===== src/verilog/status_bank_pkg.sv =====
/*
  Constants and carrier types for the status latch bank.
  Assumes a byte-wide register port from the serial configuration engine.
*/
package status_bank_pkg;

  // ************************************************************
  // Register offsets
  // ************************************************************
  localparam logic [7:0] irq_enable_lo_addr = 8'h68;
  localparam logic [7:0] irq_enable_hi_addr = 8'h69;
  localparam logic [7:0] loss_sticky_addr   = 8'h6C;
  localparam logic [7:0] status_now_addr    = 8'h6D;
  localparam logic [7:0] ref_sticky_addr    = 8'h6E;
  localparam logic [7:0] ref_now_addr       = 8'h6F;

  // ************************************************************
  // Field positions
  // ************************************************************
  localparam int input_lsb_pos    = 0;
  localparam int vcxo_bit_pos     = 4;
  localparam int synth_bit_pos    = 5;
  localparam int sel_lsb_pos      = 6;
  localparam int ref_latch_pos    = 1;
  localparam int ref_now_pos      = 1;
  localparam int ref_enable_pos   = 1;

  // Source index inside the seven-wide fault vector.
  localparam int src_count        = 7;
  localparam int src_vcxo         = 4;
  localparam int src_synth        = 5;
  localparam int src_ref          = 6;

  // ************************************************************
  // Reset values
  // ************************************************************
  localparam logic [6:0] enable_reset_val  = 7'h00;
  localparam logic [6:0] momentary_idle    = 7'h7F;
  localparam logic       fault_reset_val   = 1'b0;
  localparam logic [7:0] rdata_reset_val   = 8'h00;
  localparam logic       irq_idle_level    = 1'b1;

  // ************************************************************
  // Carrier types
  // ************************************************************
  typedef struct packed {
    logic       reference_present_now;
    logic       synth_loop_lock_now;
    logic       vcxo_loop_lock_now;
    logic [3:0] input_signal_active_now;
  } momentary_t;

  typedef struct packed {
    logic [7:0] addr;
    logic       wr;
    logic       rd;
    logic [7:0] wdata;
  } reg_req_t;

endpackage : status_bank_pkg


===== src/verilog/pll_status_latch_bank.sv =====
/*
  Status register bank: momentary PLL and input status, sticky latches,
  interrupt enables and the active-low interrupt output.
  Assumes a serial configuration engine presents byte accesses on the
  reg_* ports, one-cycle strobes on ref_clk_in.
*/
// What this block does
// - VCXO lock latch reads 0 after loss
// - Write 1 clears VCXO latch and interrupt
// - Input loss latches read 0 after loss
// - Write 1 clears input latch and interrupt
// - Two-bit field reports selected reference input
// - Synth momentary lock bit, 0 on loss
// - VCXO momentary lock bit, 0 on loss
// - Input momentary bit, 0 on signal loss
// - Reference latch reads 0 after reference lost
// - Write 1 clears reference latch and interrupt
// - Enabled latched fault on sources 0 to 5 drives interrupt low
// - Reference interrupt when its latch sets on a loss; a clear withdraws it
// - Reference present bit reads 1 when present
`timescale 1ns/1ps
module pll_status_latch_bank
  import status_bank_pkg::*;
(
  input  wire logic       ref_clk_in,
  input  wire logic       reset_n_in,
  input  wire logic [3:0] input_signal_active_in,
  input  wire logic       synth_loop_lock_in,
  input  wire logic       vcxo_loop_lock_in,
  input  wire logic       reference_present_in,
  input  wire logic [1:0] selected_input_in,
  input  wire logic [7:0] reg_addr_in,
  input  wire logic       reg_wr_in,
  input  wire logic       reg_rd_in,
  input  wire logic [7:0] reg_wdata_in,
  output logic      [7:0] reg_rdata_out,
  output logic            interrupt_out_low
);

  // ************************************************************
  // Synchronised momentary status
  // ************************************************************
  logic [6:0] raw_status;
  logic [6:0] sync_status;
  momentary_t now;
  reg_req_t   req;

  assign raw_status = {reference_present_in, synth_loop_lock_in,
                       vcxo_loop_lock_in, input_signal_active_in};
  assign req        = '{addr: reg_addr_in, wr: reg_wr_in, rd: reg_rd_in,
                        wdata: reg_wdata_in};

  status_input_sync u_sync (
    .ref_clk_in (ref_clk_in),
    .reset_n_in (reset_n_in),
    .raw_in     (raw_status),
    .stable_out (sync_status)
  );

  // Bits are active-high "good"; a 0 means the fault is present now.
  assign now = momentary_t'(sync_status);

  // ************************************************************
  // Address decode
  // ************************************************************
  function automatic logic hit(input reg_req_t r, input logic [7:0] a);
    hit = r.wr && (r.addr == a);
  endfunction : hit

  logic [6:0] clear_vec;
  logic       wr_en_lo;
  logic       wr_en_hi;

  always_comb begin
    clear_vec = 7'h00;
    if (hit(req, loss_sticky_addr)) begin
      clear_vec[3:0]       = req.wdata[input_lsb_pos +: 4];
      clear_vec[src_vcxo]  = req.wdata[vcxo_bit_pos];
      clear_vec[src_synth] = req.wdata[synth_bit_pos];
    end
    if (hit(req, ref_sticky_addr)) begin
      clear_vec[src_ref] = req.wdata[ref_latch_pos];
    end
  end

  assign wr_en_lo = hit(req, irq_enable_lo_addr);
  assign wr_en_hi = hit(req, irq_enable_hi_addr);

  // ************************************************************
  // Sticky latches
  // ************************************************************
  logic [6:0] fault;
  logic [6:0] set_event;

  genvar g;
  generate
    for (g = 0; g < src_count; g++) begin : g_latch
      fault_latch u_latch (
        .ref_clk_in    (ref_clk_in),
        .reset_n_in    (reset_n_in),
        .fault_now_in  (~sync_status[g]),
        .clear_in      (clear_vec[g]),
        .fault_out     (fault[g]),
        .set_event_out (set_event[g])
      );
    end
  endgenerate

  // ************************************************************
  // Interrupt enables and reference change pending
  // ************************************************************
  logic [6:0] enable_r;
  logic [6:0] enable_nxt;
  logic       ref_pend_r;
  logic       ref_pend_nxt;
  logic       irq_r;
  logic       irq_nxt;

  always_comb begin
    enable_nxt = enable_r;
    if (wr_en_lo) begin
      enable_nxt[5:0] = req.wdata[5:0];
    end
    if (wr_en_hi) begin
      enable_nxt[src_ref] = req.wdata[ref_enable_pos];
    end
  end

  // The latched reference bit only changes by a new loss or by a clear;
  // the clear withdraws the request, so a change by loss raises it.
  always_comb begin
    if (set_event[src_ref]) begin
      ref_pend_nxt = 1'b1;
    end else if (clear_vec[src_ref]) begin
      ref_pend_nxt = 1'b0;
    end else begin
      ref_pend_nxt = ref_pend_r;
    end
  end

  // Mirrors the latches' next state so the pin flop changes on the same edge as the latches.
  // A fault on sources 0 to 5 still present during a clear keeps its latch set, so it keeps the pin low.
  function automatic logic [5:0] fault_nxt_view(input logic [6:0] f,
                                                input logic [6:0] s,
                                                input logic [6:0] c);
    fault_nxt_view = (f[5:0] & ~c[5:0]) | s[5:0];
  endfunction : fault_nxt_view

  // A disabled source never pulls the line, even with its latch set.
  always_comb begin
    irq_nxt = ~(|(fault_nxt_view(fault, ~sync_status, clear_vec) & enable_r[5:0])
                | (ref_pend_nxt & enable_r[src_ref]));
  end

  always_ff @(posedge ref_clk_in or negedge reset_n_in) begin
    if (!reset_n_in) begin
      enable_r   <= enable_reset_val;
      ref_pend_r <= fault_reset_val;
      irq_r      <= irq_idle_level;
    end else begin
      enable_r   <= enable_nxt;
      ref_pend_r <= ref_pend_nxt;
      irq_r      <= irq_nxt;
    end
  end

  assign interrupt_out_low = irq_r;

  // ************************************************************
  // Read data
  // ************************************************************
  logic [7:0] rdata_r;
  logic [7:0] rdata_nxt;
  logic [7:0] rd_mux;

  always_comb begin
    case (req.addr)
      irq_enable_lo_addr: rd_mux = {2'b00, enable_r[5:0]};
      irq_enable_hi_addr: rd_mux = {6'h00, enable_r[src_ref], 1'b0};
      loss_sticky_addr:   rd_mux = {2'b00, ~fault[5:0]};
      status_now_addr:    rd_mux = {selected_input_in, now.synth_loop_lock_now,
                                    now.vcxo_loop_lock_now,
                                    now.input_signal_active_now};
      ref_sticky_addr:    rd_mux = {6'h00, ~fault[src_ref], 1'b0};
      ref_now_addr:       rd_mux = {6'h00, now.reference_present_now, 1'b0};
      default:            rd_mux = 8'h00;
    endcase
  end

  always_comb begin
    rdata_nxt = req.rd ? rd_mux : rdata_r;
  end

  always_ff @(posedge ref_clk_in or negedge reset_n_in) begin
    if (!reset_n_in) begin
      rdata_r <= rdata_reset_val;
    end else begin
      rdata_r <= rdata_nxt;
    end
  end

  assign reg_rdata_out = rdata_r;

endmodule : pll_status_latch_bank


===== src/verilog/status_input_sync.sv =====
/*
  Three-stage synchroniser for the momentary status inputs.
  Assumes the inputs come from detectors outside the clock domain.
*/
`timescale 1ns/1ps
module status_input_sync
  import status_bank_pkg::*;
(
  input  wire logic       ref_clk_in,
  input  wire logic       reset_n_in,
  input  wire logic [6:0] raw_in,
  output logic      [6:0] stable_out
);

  logic [6:0] stage1_r;
  logic [6:0] stage2_r;
  logic [6:0] stage3_r;
  logic [6:0] held_r;
  logic [6:0] held_nxt;

  // A bit counts only once the last two stages agree, filtering one-cycle glitches.
  always_comb begin
    for (int i = 0; i < src_count; i++) begin
      held_nxt[i] = (stage2_r[i] == stage3_r[i]) ? stage3_r[i] : held_r[i];
    end
  end

  always_ff @(posedge ref_clk_in or negedge reset_n_in) begin
    if (!reset_n_in) begin
      stage1_r <= momentary_idle;
      stage2_r <= momentary_idle;
      stage3_r <= momentary_idle;
      held_r   <= momentary_idle;
    end else begin
      stage1_r <= raw_in;
      stage2_r <= stage1_r;
      stage3_r <= stage2_r;
      held_r   <= held_nxt;
    end
  end

  assign stable_out = held_r;

endmodule : status_input_sync


===== src/verilog/fault_latch.sv =====
/*
  One sticky fault latch with write-one-to-clear.
  Assumes the fault condition is already synchronised to ref_clk_in.
*/
`timescale 1ns/1ps
module fault_latch
  import status_bank_pkg::*;
(
  input  wire logic ref_clk_in,
  input  wire logic reset_n_in,
  input  wire logic fault_now_in,
  input  wire logic clear_in,
  output logic      fault_out,
  output logic      set_event_out
);

  logic fault_r;
  logic fault_nxt;

  // A fault in the clear cycle wins so the event is never lost.
  always_comb begin
    if (fault_now_in) begin
      fault_nxt = 1'b1;
    end else if (clear_in) begin
      fault_nxt = 1'b0;
    end else begin
      fault_nxt = fault_r;
    end
  end

  always_ff @(posedge ref_clk_in or negedge reset_n_in) begin
    if (!reset_n_in) begin
      fault_r <= fault_reset_val;
    end else begin
      fault_r <= fault_nxt;
    end
  end

  assign fault_out     = fault_r;
  assign set_event_out = fault_nxt & ~fault_r;

endmodule : fault_latch


===== config.mk =====
export PLATFORM = sky130hd
export DESIGN_NAME = pll_status_latch_bank
export DESIGN_NICKNAME = d
export VERILOG_FILES = /design/src/verilog/status_bank_pkg.sv /design/src/verilog/pll_status_latch_bank.sv /design/src/verilog/status_input_sync.sv /design/src/verilog/fault_latch.sv
export SDC_FILE = /design/constraint.sdc
export NUM_CORES = 1
export LEC_CHECK = 0
export BUFFER_PORTS_ARGS = -buffer_cell sky130_fd_sc_hd__clkbuf_2
export CELL_PAD_IN_SITES_DETAIL_PLACEMENT = 1
export CELL_PAD_IN_SITES_GLOBAL_PLACEMENT = 1
export CORE_ASPECT_RATIO = 1.25
export CORE_MARGIN = 1.5
export CORE_UTILIZATION = 47
export DETAILED_ROUTE_END_ITERATION = 10
export GPL_TIMING_DRIVEN = 1
export PLACE_DENSITY_LB_ADDON = 0.1
export REMOVE_ABC_BUFFERS = 1
export SYNTH_ARGS = -nofsm -noshare
export SYNTH_HDL_FRONTEND = slang
export SYNTH_HIERARCHICAL = 1
export SYNTH_SLANG_ARGS = --single-unit

===== constraint.sdc =====
create_clock -name ref_clk_in -period 3.15 [get_ports ref_clk_in]
set_clock_uncertainty 0.2 [all_clocks]
set_input_delay 0.4725 -clock ref_clk_in [delete_from_list [all_inputs] [get_ports ref_clk_in]]
set_output_delay 0.4725 -clock ref_clk_in [all_outputs]
set_load 0.02 [all_outputs]

==> impl_metrics.py <==
metrics = {
    "outcome": {
        "status": "completed",
    },
    "grt": {
        "grt_use_total": 0.204,
        "grt_max_degree": 43,
        "grt_antenna_before_repair": 0,
        "overflow": 0,
        "first_global_vias": 1693,
        "grt_pass1_wl_mm": 8.01,
    },
    "drt": {
        "ant_nets": 0,
        "vias": 1561,
        "postRouteWirelength_mm": 4.72,
        "drcViolationCount": 0,
        "via_per_inst": 5.46,
        "wl_per_cell_um": 16.5,
        "drt_iter0_drc": 62,
        "first_pass_iters": 4,
    },
    "critical_path": {
        "crit_type": "input port to flip-flop",
        "path_max_fanout": 24,
        "setup.worst_path.start_class": "input port",
        "end_kind": "flip-flop",
        "cp.required_ns": 3.14,
        "cp.arrival_ns": 2.01,
    },
    "synthesis": {
        "synth_warnings": 6,
        "syn_avg_cell_area_sq_um": 11.8,
        "syn_inst": 191,
        "netlist_area_sq_um": 2240,
    },
    "timing": {
        "min_period_over_period": 0.641,
        "worst_slew_pin_slew_ns": 1.01,
        "hold_violations": 0,
        "period_needed_ns": 2.02,
        "setup_tns_ns": 0,
        "rsz0062_at_grt": "no",
        "fmax_ghz": 0.495,
        "max_slew_margin": 0.328,
        "maxSlewViolCount": 0,
        "setup_viol": 0,
        "worst_slack_ns": 1.13,
    },
    "pwr": {
        "p_total_mw": 1.22,
        "irDropWorstVdd_mv": 0.270,
        "leakagePower_nw": 1.07,
        "powerDensity_nw_per_um2": 476,
    },
    "place": {
        "portBuffers": 35,
        "detailed_place_hpwl_mm": 3.41,
        "place_congestion": 0.785,
        "post-place-ws_ns": 0.834,
    },
    "floorplanning": {
        "die_y_um": 80.3,
        "dieArea_sq_um": 5200,
        "row_count": 27,
        "ios": 38,
        "initial_core_util": 0.500,
        "die_width_um": 64.8,
        "fp.coreArea_sq_um": 4490,
    },
    "hold_path": {
        "hp-class": "input port to flip-flop",
    },
    "finish": {
        "post-route-util": 0.568,
        "syn2layout_area_growth_pct": 13.7,
        "drive_gt1_frac": 0.408,
        "antenna_cells": 0,
        "nets": 256,
    },
    "run": {
        "maxCapViolations": 0,
    },
    "clocking": {
        "cts_setup_buffers": 0,
        "clock_sinks": 52,
        "clockBufferDepth": 2,
        "cts_max_level": 2,
        "root_buffer": "clkbuf_8",
        "numCtsBuffers": 5,
        "ctsHoldBuffers": 0,
        "insertion_delay_ns": 0.30,
        "cts_tree": "done",
        "clk_pin_slew_ns": 0.09,
        "ctsResizeCount": 0,
    },
}
-- routing by layer --
metal,track usage,vias up,share of wire
met3,0.0378,9,0.045
met1,0.239,784,0.41
met5,0,-,0
met2,0.375,43,0.52
met4,0.0596,0,0.017
li1,-,725,-
-- critical path, stage by stage --
cell and delay [ns]:
clkbuf_2 0.42, nand4bb_4 0.25, nor4_1 0.33, o22ai_1 0.15
a2111oi_2 0.38
-- path summary, 6_finish.rpt --
path,start,endpoint,slack [ns],cells after the start
max,reg_addr_in[2],interrupt_out_low,1.13,5
min,input_signal_active_in[0],u_sync/stage1_r[0],0.04,1
max reg2reg,u_sync/stable_out[2],interrupt_out_low,1.37,4
min reg2reg,u_sync/stage1_r[1],u_sync/stage2_r[1],0.16,0
max in group asynchronous,reset_n_in,u_sync/stable_out[5],1.85,2
min in group asynchronous,reset_n_in,g_latch[1].u_latch/fault_out,0.13,1
-- cells in the final DEF, fill, tap and decap left out, types with 2 or more instances in the layout --
cell      instances
buf_4             2
nand2b_1         12
nor2_1            3
mux2_1            2
dfstp_2          29
inv_1            27
maj3_2            7
mux2_2            4
and2_1            2
a21oi_1           6
a31oi_1           5
nor4_1            6
clkinv_2          2
dfrtp_1          23
nand4_1           2
o22ai_1           8
clkbuf_2         35
nand4b_1          2
nand3_1           2
a21o_1            7
nand2_1          10
clkbuf_8          6
nor3_1            4
o21ai_0           6
-- cell type report --
class	instances	area, sq um
well taps	58	72.6
fillers	500	1940
inverters	28	105
multi-input cells	103	754
flip-flops and latches	52	1340
repair buffers	37	190
clock inverters	2	10.0
clock buffers	6	82.6
-- stage by stage --
stage | std cells | hold WS [ns] | instance area [sq um]
after global placement | 278 | 0.146 | 2460
after CTS | 286 | 0.0350 | 2550
final | 286 | 0.0426 | 2550
after floorplan | 183 | -0.0231 | 2200
after detailed placement | 278 | 0.147 | 2460
after global routing | 286 | 0.0364 | 2550
-- state kept, by name (all words and copies together) (netlist names) --
signal and flops:
enable_r 7, u_sync/stage3_r 7, g_latch.u_latch/fault_out 7, u_sync/stage1_r 7, interrupt_out_low 1, u_sync/stable_out 7
ref_pend_r 1, reg_rdata_out 8, u_sync/stage2_r 7
-- where the power goes --
group	leakage [nW]	internal [mW]	switching, mW
clock	0.0510	0.175	0.203
combinational	0.438	0.0425	0.0591
sequential	0.579	0.714	0.0218
total	1.07	0.932	0.284
No activity file was read; power rests on OpenSTA's default activity.
